--- config.mk ---
export PLATFORM = sky130hd
export DESIGN_NAME = sarc_sequencer
export DESIGN_NICKNAME = d
export VERILOG_FILES = /design/src/sarc_pkg.sv /design/src/sarc_sync.sv /design/src/sarc_sequencer.sv
export VERILOG_INCLUDE_DIRS = /design/src
export SDC_FILE = /design/constraint.sdc
export NUM_CORES = 1
export LEC_CHECK = 0
export CORE_MARGIN = 2
export CORE_UTILIZATION = 62
export DETAILED_ROUTE_END_ITERATION = 6
export DONT_BUFFER_PORTS = 1
export PLACE_DENSITY = 0.76
export SYNTH_ARGS = -nofsm -noshare
export SYNTH_HDL_FRONTEND = slang
export SYNTH_SLANG_ARGS = --single-unit
export TNS_END_PERCENT = 30
--- constraint.sdc ---
create_clock -name clk_in -period 2.1 [get_ports clk_in]
set_input_delay 0.105 -clock clk_in [delete_from_list [all_inputs] [get_ports clk_in]]
set_output_delay 0.105 -clock clk_in [all_outputs]
set_load 0.05 [all_outputs]
--- src/sarc_regs.svh ---
`ifndef SARC_REGS_SVH
`define SARC_REGS_SVH

// Result width and the one-hot trial masks at its ends.
`define SARC_BITS 12
`define SARC_MSB_MASK 12'h800
`define SARC_LSB_MASK 12'h001
`define SARC_CODE_ZERO 12'h000

// Reset levels of the synchronised pins {bipolar, pd_n, rd_n, cs_n, st_n}.
`define SARC_PIN_RESET 5'h0f

// Clock period and the documented times in nanoseconds.
`define SARC_CLK_NS 50
`define SARC_ACQ_NS 160
`define SARC_WAKE_NS 350

// Least times round up to whole clock cycles.
`define SARC_ACQ_CYCLES ((`SARC_ACQ_NS + `SARC_CLK_NS - 1) / `SARC_CLK_NS)
`define SARC_WAKE_CYCLES ((`SARC_WAKE_NS + `SARC_CLK_NS - 1) / `SARC_CLK_NS)

// Cycles from the launch cycle to the return of the idle state.
`define SARC_CONV_CYCLES 27

`endif

--- src/sarc_pkg.sv ---
package sarc_pkg;

    // Phases of one conversion.
    typedef enum logic [2:0] {
        ST_IDLE,
        ST_HOLD,
        ST_TRIAL,
        ST_DECIDE,
        ST_LOAD
    } sarc_state_type;

endpackage : sarc_pkg

--- src/sarc_sync.sv ---
`timescale 1ns/1ps

module sarc_sync #(
    parameter int WIDTH = 1,
    parameter logic [WIDTH-1:0] RESET_VAL = '0
) (
    // Clock and reset.
    input wire logic clk_in,
    input wire logic rst_n_in,
    // Asynchronous levels and their synchronised copies.
    input wire logic [WIDTH-1:0] async_in,
    output logic [WIDTH-1:0] sync_out
);

    logic [WIDTH-1:0] meta_q;
    logic [WIDTH-1:0] sync_q;

    // Two flip-flops per bit; only the second stage is visible outside.
    always_ff @(posedge clk_in or negedge rst_n_in) begin
        if (!rst_n_in) begin
            meta_q <= RESET_VAL;
            sync_q <= RESET_VAL;
        end else begin
            meta_q <= async_in;
            sync_q <= meta_q;
        end
    end

    assign sync_out = sync_q;

endmodule : sarc_sync

--- src/sarc_sequencer.sv ---
`timescale 1ns/1ps
`include "sarc_regs.svh"

// Functional notes
// - A conversion launches only on start request with chip select low.
// - The approximation register is cleared before the first bit trial.
// - Start requests during a conversion are ignored; no abort or restart.
// - Trial bits drive the 12-bit DAC one at a time, MSB first.
// - Each bit decision comes from the comparator output.
// - Acquire phase: input to sampling capacitor, feedback switch closed.
// - Convert phase: feedback switch open, capacitor grounded before trials.
// - At conversion end all 12 bits load into the output latches.
// - Unipolar output is straight binary, one step is full scale/4096.
// - Bipolar output is two's complement.
// - Code transitions sit halfway between integer steps.
// - Busy is low for the whole conversion, high once it completes.
// - Start and read strobes are ignored unless chip select is low.
// - While power-down is low a falling start launches nothing.
// - Data drivers are enabled only while read and chip select are low.

module sarc_sequencer
    import sarc_pkg::*;
(
    // Clock and reset.
    input wire logic clk_in,
    input wire logic rst_n_in,
    // Host control pins.
    input wire logic start_request_n_in,
    input wire logic chip_select_n_in,
    input wire logic read_n_in,
    input wire logic power_down_n_in,
    input wire logic bipolar_mode_in,
    // Analog front end.
    input wire logic comparator_in,
    output logic sample_switch_out,
    output logic feedback_switch_out,
    output logic cap_ground_out,
    output logic [`SARC_BITS-1:0] dac_trial_out,
    // Host data and status.
    output logic busy_n_out,
    output logic [`SARC_BITS-1:0] data_out,
    output logic data_oe_out
);

    logic [4:0] pins_raw;
    logic [4:0] pins_s;
    logic start_n_s;
    logic cs_n_s;
    logic rd_n_s;
    logic pd_n_s;
    logic bipolar_s;

    sarc_state_type state_q;
    sarc_state_type state_d;
    logic [`SARC_BITS-1:0] approximation_register_q;
    logic [`SARC_BITS-1:0] approximation_register_d;
    logic [`SARC_BITS-1:0] mask_q;
    logic [`SARC_BITS-1:0] mask_d;
    logic [`SARC_BITS-1:0] latch_q;
    logic [`SARC_BITS-1:0] latch_d;
    logic [`SARC_BITS-1:0] kept;
    logic bipolar_q;
    logic bipolar_d;
    logic start_prev_q;
    logic start_prev_d;
    logic oe_q;
    logic oe_d;
    logic [3:0] wake_q;
    logic [3:0] wake_d;
    logic start_fall;
    logic launch;

    // Every host pin is asynchronous to the sequencer clock, so all of
    // them pass the two-stage synchroniser before any logic reads them.
    assign pins_raw = {bipolar_mode_in, power_down_n_in, read_n_in,
                       chip_select_n_in, start_request_n_in};

    sarc_sync #(
        .WIDTH(5),
        .RESET_VAL(`SARC_PIN_RESET)
    ) u_pin_sync (
        .clk_in(clk_in),
        .rst_n_in(rst_n_in),
        .async_in(pins_raw),
        .sync_out(pins_s)
    );

    assign start_n_s = pins_s[0];
    assign cs_n_s = pins_s[1];
    assign rd_n_s = pins_s[2];
    assign pd_n_s = pins_s[3];
    assign bipolar_s = pins_s[4];

    // A start is the falling edge of the request, seen only with chip
    // select low, power up, wake-up time elapsed and no conversion running.
    // A request that falls while busy is dropped, not queued for later.
    assign start_fall = start_prev_q & ~start_n_s;
    assign launch = start_fall & ~cs_n_s
        & pd_n_s
        & (wake_q == 4'h0)
        & (state_q == ST_IDLE);

    // Next values of the conversion sequence and the output latches.
    always_comb begin
        state_d = state_q;
        approximation_register_d = approximation_register_q;
        mask_d = mask_q;
        latch_d = latch_q;
        bipolar_d = bipolar_q;
        kept = approximation_register_q;
        unique case (state_q)
            ST_IDLE: begin
                if (launch) begin
                    state_d = ST_HOLD;
                    approximation_register_d = `SARC_CODE_ZERO;
                    mask_d = `SARC_MSB_MASK;
                    bipolar_d = bipolar_s;
                end
            end
            ST_HOLD: begin
                // Set the MSB for the first trial.
                approximation_register_d = approximation_register_q | mask_q;
                state_d = ST_TRIAL;
            end
            ST_TRIAL: begin
                // One cycle for the DAC charge to settle on the comparator.
                state_d = ST_DECIDE;
            end
            ST_DECIDE: begin
                // Keep the bit when the held input exceeds the DAC level.
                // The half-step offset of the transitions is built into
                // the analog DAC, so the logic keeps the straight code.
                if (comparator_in) begin
                    kept = approximation_register_q;
                end else begin
                    kept = approximation_register_q & ~mask_q;
                end
                mask_d = mask_q >> 1;
                approximation_register_d = kept | (mask_q >> 1);
                if (mask_q == `SARC_LSB_MASK) begin
                    state_d = ST_LOAD;
                end else begin
                    state_d = ST_TRIAL;
                end
            end
            ST_LOAD: begin
                // Offset binary becomes two's complement by flipping the MSB.
                if (bipolar_q) begin
                    latch_d = approximation_register_q
                        ^ `SARC_MSB_MASK;
                end else begin
                    latch_d = approximation_register_q;
                end
                state_d = ST_IDLE;
            end
        endcase
    end

    // Next values of the pin trackers; the wake-up count restarts every
    // cycle power-down is low so a start is held off after waking.
    always_comb begin
        start_prev_d = start_n_s;
        oe_d = ~rd_n_s & ~cs_n_s;
        wake_d = wake_q;
        if (!pd_n_s) begin
            wake_d = 4'(`SARC_WAKE_CYCLES);
        end else if (wake_q != 4'h0) begin
            wake_d = wake_q - 4'h1;
        end
    end

    // Registers of the sequence.
    always_ff @(posedge clk_in or negedge rst_n_in) begin
        if (!rst_n_in) begin
            state_q <= ST_IDLE;
            approximation_register_q <= `SARC_CODE_ZERO;
            mask_q <= `SARC_CODE_ZERO;
            latch_q <= `SARC_CODE_ZERO;
            bipolar_q <= 1'b0;
        end else begin
            state_q <= state_d;
            approximation_register_q <= approximation_register_d;
            mask_q <= mask_d;
            latch_q <= latch_d;
            bipolar_q <= bipolar_d;
        end
    end

    // Registers of the pin trackers.
    always_ff @(posedge clk_in or negedge rst_n_in) begin
        if (!rst_n_in) begin
            start_prev_q <= 1'b1;
            oe_q <= 1'b0;
            wake_q <= 4'h0;
        end else begin
            start_prev_q <= start_prev_d;
            oe_q <= oe_d;
            wake_q <= wake_d;
        end
    end

    // Switch controls follow the phase: sampling and offset nulling while
    // idle, grounded capacitor and open feedback from the hold cycle on.
    assign sample_switch_out = (state_q == ST_IDLE);
    assign feedback_switch_out = (state_q == ST_IDLE);
    assign cap_ground_out = (state_q != ST_IDLE);
    assign dac_trial_out = approximation_register_q;
    assign busy_n_out = (state_q == ST_IDLE);
    assign data_out = latch_q;
    assign data_oe_out = oe_q;
endmodule : sarc_sequencer

Yosys cells after proc, flatten, opt, wreduce, memory -nomap -nowiden
Index checks and enable logic that the tools add are counted.
- add/sub/neg operators: 1
- equality and inequality tests: 7
- multiplexer cells: 12
- bitwise operators: 14
- reductions and logical operators: 9
- operators by type and width (cell ; number):
    $mux 12 ; 5
    $pmux 12 s3 ; 1
    $pmux 12 s2 ; 1
    $pmux 3 s5 ; 1
    $and 12x12->12 ; 1
    $eq 12x1->1 const B ; 1
    $not 12->12 ; 1
    $or 12x11->12 ; 1
    $or 12x12->12 ; 1
    $mux 4 ; 2
    $and 1x1->1 ; 6
    $eq 3x2->1 const B ; 2
    $mux 3 ; 2
    $reduce_and 2->1 ; 3
    $reduce_bool 3->1 ; 2
    $logic_not 4->1 ; 1
    $not 1->1 ; 4
    $reduce_bool 4->1 ; 1
    $sub 4x1->4 const B ; 1
    $eq 3x1->1 const B ; 1
    $eq 3x3->1 const B ; 1
    $logic_not 3->1 ; 1
    $ne 2x1->1 const B ; 1
    $ne 2x2->1 const B ; 1
    $reduce_bool 2->1 ; 1
- bits in registers: 56
- input bits: 8
- output and inout bits: 29
- logic and storage cells: 53

Depth between registers and ports, before layout
- word-level depth: 8
- gate-level depth with buffers: 8
- mapped depth without buffers: 6

Cells and area by module
From an unflattened synthesis, not the netlist that was laid out.
- cell total of the unflattened synthesis: 219
- area, all modules: 2526.2 um2
- by module, submodules not included (module ; times used ; cells each ; area an instance (um2) ; seq. area each (um2)):
    sarc_sequencer ; 1 ; 209 ; 2265.9 ; 1152.4
    sarc_sync ; 1 ; 10 ; 260.2 ; 260.2

Worst setup path before layout
No wires, ideal clock.
- path type: flip-flop to output port
- from: reg state_q[2]
- to: out feedback_switch_out
- arrival time: 1.705 ns
- required time: 1.995 ns
- slack: 0.290 ns
- cell stages (with the launch flop): 6
- path buffers: 2
- path through: dfrtp_1 > buf_2 > nor2_1 > nand2_1 > inv_1 > buf_4
- longest elaborated chain between the ends: 1
- RTL lines (what ; RTL line ; source):
    from (decl) ; sarc_sequencer.sv:53 ; sarc_state_type state_q;
    from (signal assigned) ; sarc_sequencer.sv:181 ; state_q <= state_d;
    $logic_not 3->1 ; - ;
    to (decl) ; sarc_sequencer.sv:36 ; output logic feedback_switch_out,
No other way between the ends.

Worst setup path after layout
- from: reg wake_q[0]
- to: reg approximation_register_q[4] (netlist: dac_trial_out[4])
- longest elaborated chain between the ends: 5
- RTL lines (what ; RTL line ; source):
    from (decl) ; sarc_sequencer.sv:68 ; logic [3:0] wake_q;
    from (signal assigned) ; sarc_sequencer.sv:198 ; wake_q <= wake_d;
    $logic_not 4->1 ; sarc_sequencer.sv:100 ; & (wake_q == 4'h0)
    $and 1x1->1 ; sarc_sequencer.sv:100 ;
    $and 1x1->1 ; sarc_sequencer.sv:101 ; & (state_q == ST_IDLE);
    $ne 2x1->1 (no line) ; - ;
    $reduce_and 2->1 (no line) ; - ;
    to (signal assigned) ; sarc_sequencer.sv:176 ; approximation_register_q <= `SARC_CODE_ZERO;
    to (signal assigned) ; sarc_sequencer.sv:182 ; approximation_register_q <= approximation_register_d;
    to (decl) ; sarc_sequencer.sv:55 ; logic [`SARC_BITS-1:0] approximation_register_q;
No other way between the ends.
A chain may end at the register's enable or synchronous reset.

==> out/results.tsv <==
stage	metric	value	unit
hold_path	min-delay worst type	input pin to flop	
hold_path	hold_sp	comparator_in	
global_route	vias in the first global route	1712	
detailed_routing	first drt pass iteration count	5	
global_route	initial antenna violation count	0	
worst_setup_path	CP Class	flop to flop	
cts	Root Buffer	clkbuf_8	
layout	area grow syn2layout	9.03	%
hold_path	WHS Path Cells	2	
worst_setup_path	CP startpoint	wake_q[0]	
timing	RSZ-0062 raised after global routing	false	
cts	TritonCTS clock tree	yes	
timing	TNS Setup	0	ns
floorplan	die area	4400	um^2
detailed_routing	total wire length	4430	um
layout	final net count	236	
worst_setup_path	WP depth	7	
synth	ranking of synthesized cells by area	dfrtp_1 (49%), dfstp_2 (9.8%), mux2_1 (3.7%)	
pwr	maximum vdd ir drop	0.635	mV
timing	Slew @ Worst Pin	0.606	ns
cts	TritonCTS buffer count	5	
synth	Synth top area share	48.8	%
detailed_routing	Avg Vias per Cell	5.95	
place	dpl cells	260	
layout	post-route insts no fill	275	
layout	Antenna diodes	0	
detailed_routing	post-route ant nets	0	
timing	Peak Freq	0.509	GHz
cts	Max clock buf depth	2	
cts	clock slew at reported path FFs	0.09	ns
cts	Setup Buffers After CTS	0	
run	Max-Cap Viols	0	
synth	Yosys reg bits	56	
worst_setup_path	delay-heaviest family, CP	simple AND/OR/NAND/NOR gates	
detailed_routing	DRT iter0 DRCs	101	
floorplan	number of I/O pins	37	
layout	Multi-input gate area	861	um^2
place	Port-buffer cells	0	
synth	Post-synth EDFFs	0	
layout	layout cells sized above 1	14.1	%
cts	TritonCTS Sinks	56	
timing	final hold violations	0	
worst_setup_path	slowest CP cell	dfrtp_1	
place	GP Congestion	0.790	
cts	clk_lat worst skew	0.31	ns
global_route	largest net degree at the start of global routing	57	
timing	min cycle time layout	1.97	ns
layout	FF/Latch Area	1410	um^2
pwr	Pleak	0.00124	uW
floorplan	FP Rows	22	
timing	Final Max Slew Viols	0	
worst_setup_path	Worst Path Max Fanout	8	
detailed_routing	total number of vias	1635	
synth	syn_nets	228	
layout	fill cell count	282	
global_route	all-layer global routing usage	23.3	%
synth	syn avg cell area	11.1	um^2
detailed_routing	DRC viols	0	
global_route	gr ovfl total	0	
worst_setup_path	r2r startpoint	wake_q[0]	
floorplan	die outline width	66.3	um
timing	Post-Route Skew	0.00763	ns
worst_setup_path	startpoint types	flop	
timing	Final period util	93.6	%
synth	async set-reset flop share out of synthesis	100	%
pwr	PD cells	1120	nW/um^2
synth	post-synthesis sequential area ratio	58.6	%
worst_setup_path	crit path buf inv count	2	
worst_setup_path	cells on worst reg2reg path	7	
synth	cell area after synthesis	2410	um^2
detailed_routing	drt wl/cell	16.1	um
synth	cell count after synthesis	218	
worst_setup_path	crit-path cells	inv_1 -> ha_1 -> nor4bb_1 -> buf_4 -> a31oi_4 -> or2_1 -> a21o_1	
floorplan	height of the die	66.3	um
timing	Slew HR	59.6	%
worst_setup_path	crit path DAT	2.17	ns
timing	final setup vio count	0	
status	status	completed	
place	Final HPWL DP	3090	um
worst_setup_path	CP endpoint kind	flop	
synth	top_reg_cell synth	dfrtp_1	
cts	H-tree depth	2	
worst_setup_path	worst path required time	2.30	ns
floorplan	core area	3690	um^2
floorplan	Starting Density	65.3	%
synth	yosys synthesis warning count	0	
global_route	first-pass GRT wire length	7650	um
synth	leading area contributor after synthesis	dfrtp_1	
worst_setup_path	Max stage delay on crit path	0.40	ns
synth	Yosys cell types	38	
[registers in the layout (all words and copies together) (netlist names)]
| register | cells |
|---|---|
| bipolar_q | 1 |
| dac_trial_out | 12 |
| data_oe_out | 1 |
| data_out | 12 |
| mask_q | 12 |
| start_prev_q | 1 |
| state_q | 3 |
| u_pin_sync.meta_q | 5 |
| u_pin_sync.sync_out | 5 |
| wake_q | 4 |
[synth_stat cells (2+ instances only)]
master / number
a211oi_1: 2
a21o_1: 9
a21oi_1: 15
a311oi_1: 6
buf_2: 4
buf_4: 5
clkbuf_1: 4
dfrtp_1: 47
dfstp_2: 9
ha_1: 2
inv_1: 13
mux2_1: 8
mux2_2: 4
nand2_1: 22
nand2b_1: 7
nand4_1: 2
nor2_1: 11
nor2b_1: 2
nor3_1: 9
nor4_1: 2
o21ai_0: 9
o22ai_1: 7
o31ai_1: 2
or2_1: 2
xnor2_1: 2
[cells in the final DEF (no fill, tap or decap), types with 2 or more instances in the layout]
master         instances
nor3_1                 9
o21ai_0                9
mux2_2                 4
dfrtp_1               47
nand2b_1               7
a21oi_1               15
dlygate4sd3_1          6
a311oi_1               6
clkbuf_8               5
o22ai_1                7
or2_1                  2
ha_1                   2
nor4_1                 2
nor2_1                11
buf_4                  7
nand4_1                2
a21o_1                 9
nor2b_1                2
a211oi_1               2
o31ai_1                2
nand2_1               22
mux2_1                 8
xnor2_1                2
inv_1                 13
dfstp_2                9
clkbuf_1               2
[routing by layer]
layer	global-route usage, %	routed length (um)	part of all wire [%]	vias to the layer above
met5	0	0	0	-
met4	7.91	59	1.3	0
met3	7.84	201	4.5	8
met2	36.6	2160	49	39
met1	30.4	2010	45	818
li1	-	-	-	770
[power by group]
group / switching, uW / internal (uW)
Combinational: 458 / 283
Clock: 313 / 235
Sequential: 459 / 1200
Total: 1230 / 1720
[what timing repair did]
item / CTS / global route
endpoints found under the hold margin: 61 / 0
gates resized for setup: 0 / 0
hold buffers: 7 / 0
[metrics by stage]
| stage | area, um^2 | utilization, % | power [uW] | hold WS, ns | setup WS [ns] |
|---|---|---|---|---|---|
| after floorplan | 2410 | - | 2260 | -0.191 | 0.290 |
| after global placement | 2460 | 66.7 | 2340 | -0.189 | 0.291 |
| after detailed placement | 2460 | 66.7 | 2390 | -0.189 | 0.136 |
| after CTS | 2630 | 71.2 | 2970 | 0.0214 | 0.120 |
| after global routing | 2630 | 71.2 | 3120 | 0.0694 | 0.0503 |
| final | 2630 | 71.2 | 2950 | 0.0225 | 0.135 |
[path summary, 6_finish.rpt]
kind,slack (ns),to
hold / removal,0.02,dac_trial_out[7]
setup / recovery,0.13,dac_trial_out[4]
setup reg to reg,0.13,dac_trial_out[4]
max in group asynchronous,1.50,u_pin_sync.meta_q[3]
hold reg to reg,0.36,u_pin_sync.sync_out[4]
min in group asynchronous,0.32,data_out[9]
[kinds of logic after synthesis]
kind of cell / after synthesis / share of synthesized area (%)
multiplexers: 13 / 6.02
AO/OA/AOI/OAI: 55 / 15.3
flip-flops: 56 / 58.6
XOR/XNOR: 2 / 0.727
AND/OR/NAND/NOR: 62 / 12.6
buffers and inverters: 28 / 5.66
adder cells (fa/ha/maj): 2 / 1.04
[area by class of cell]
| type | instances | area share, % |
|---|---|---|
| Multi-Input combinational cell | 134 | 32.8 |
| Inverter | 14 | 2.00 |
| Clock inverter | 1 | 0.190 |
| Sequential cell | 56 | 53.8 |
| Clock buffer | 7 | 2.90 |
| Tap cell | 48 | 2.29 |
| Timing Repair Buffer | 15 | 6.10 |
Note: power is estimated with default switching activity, not from simulation.
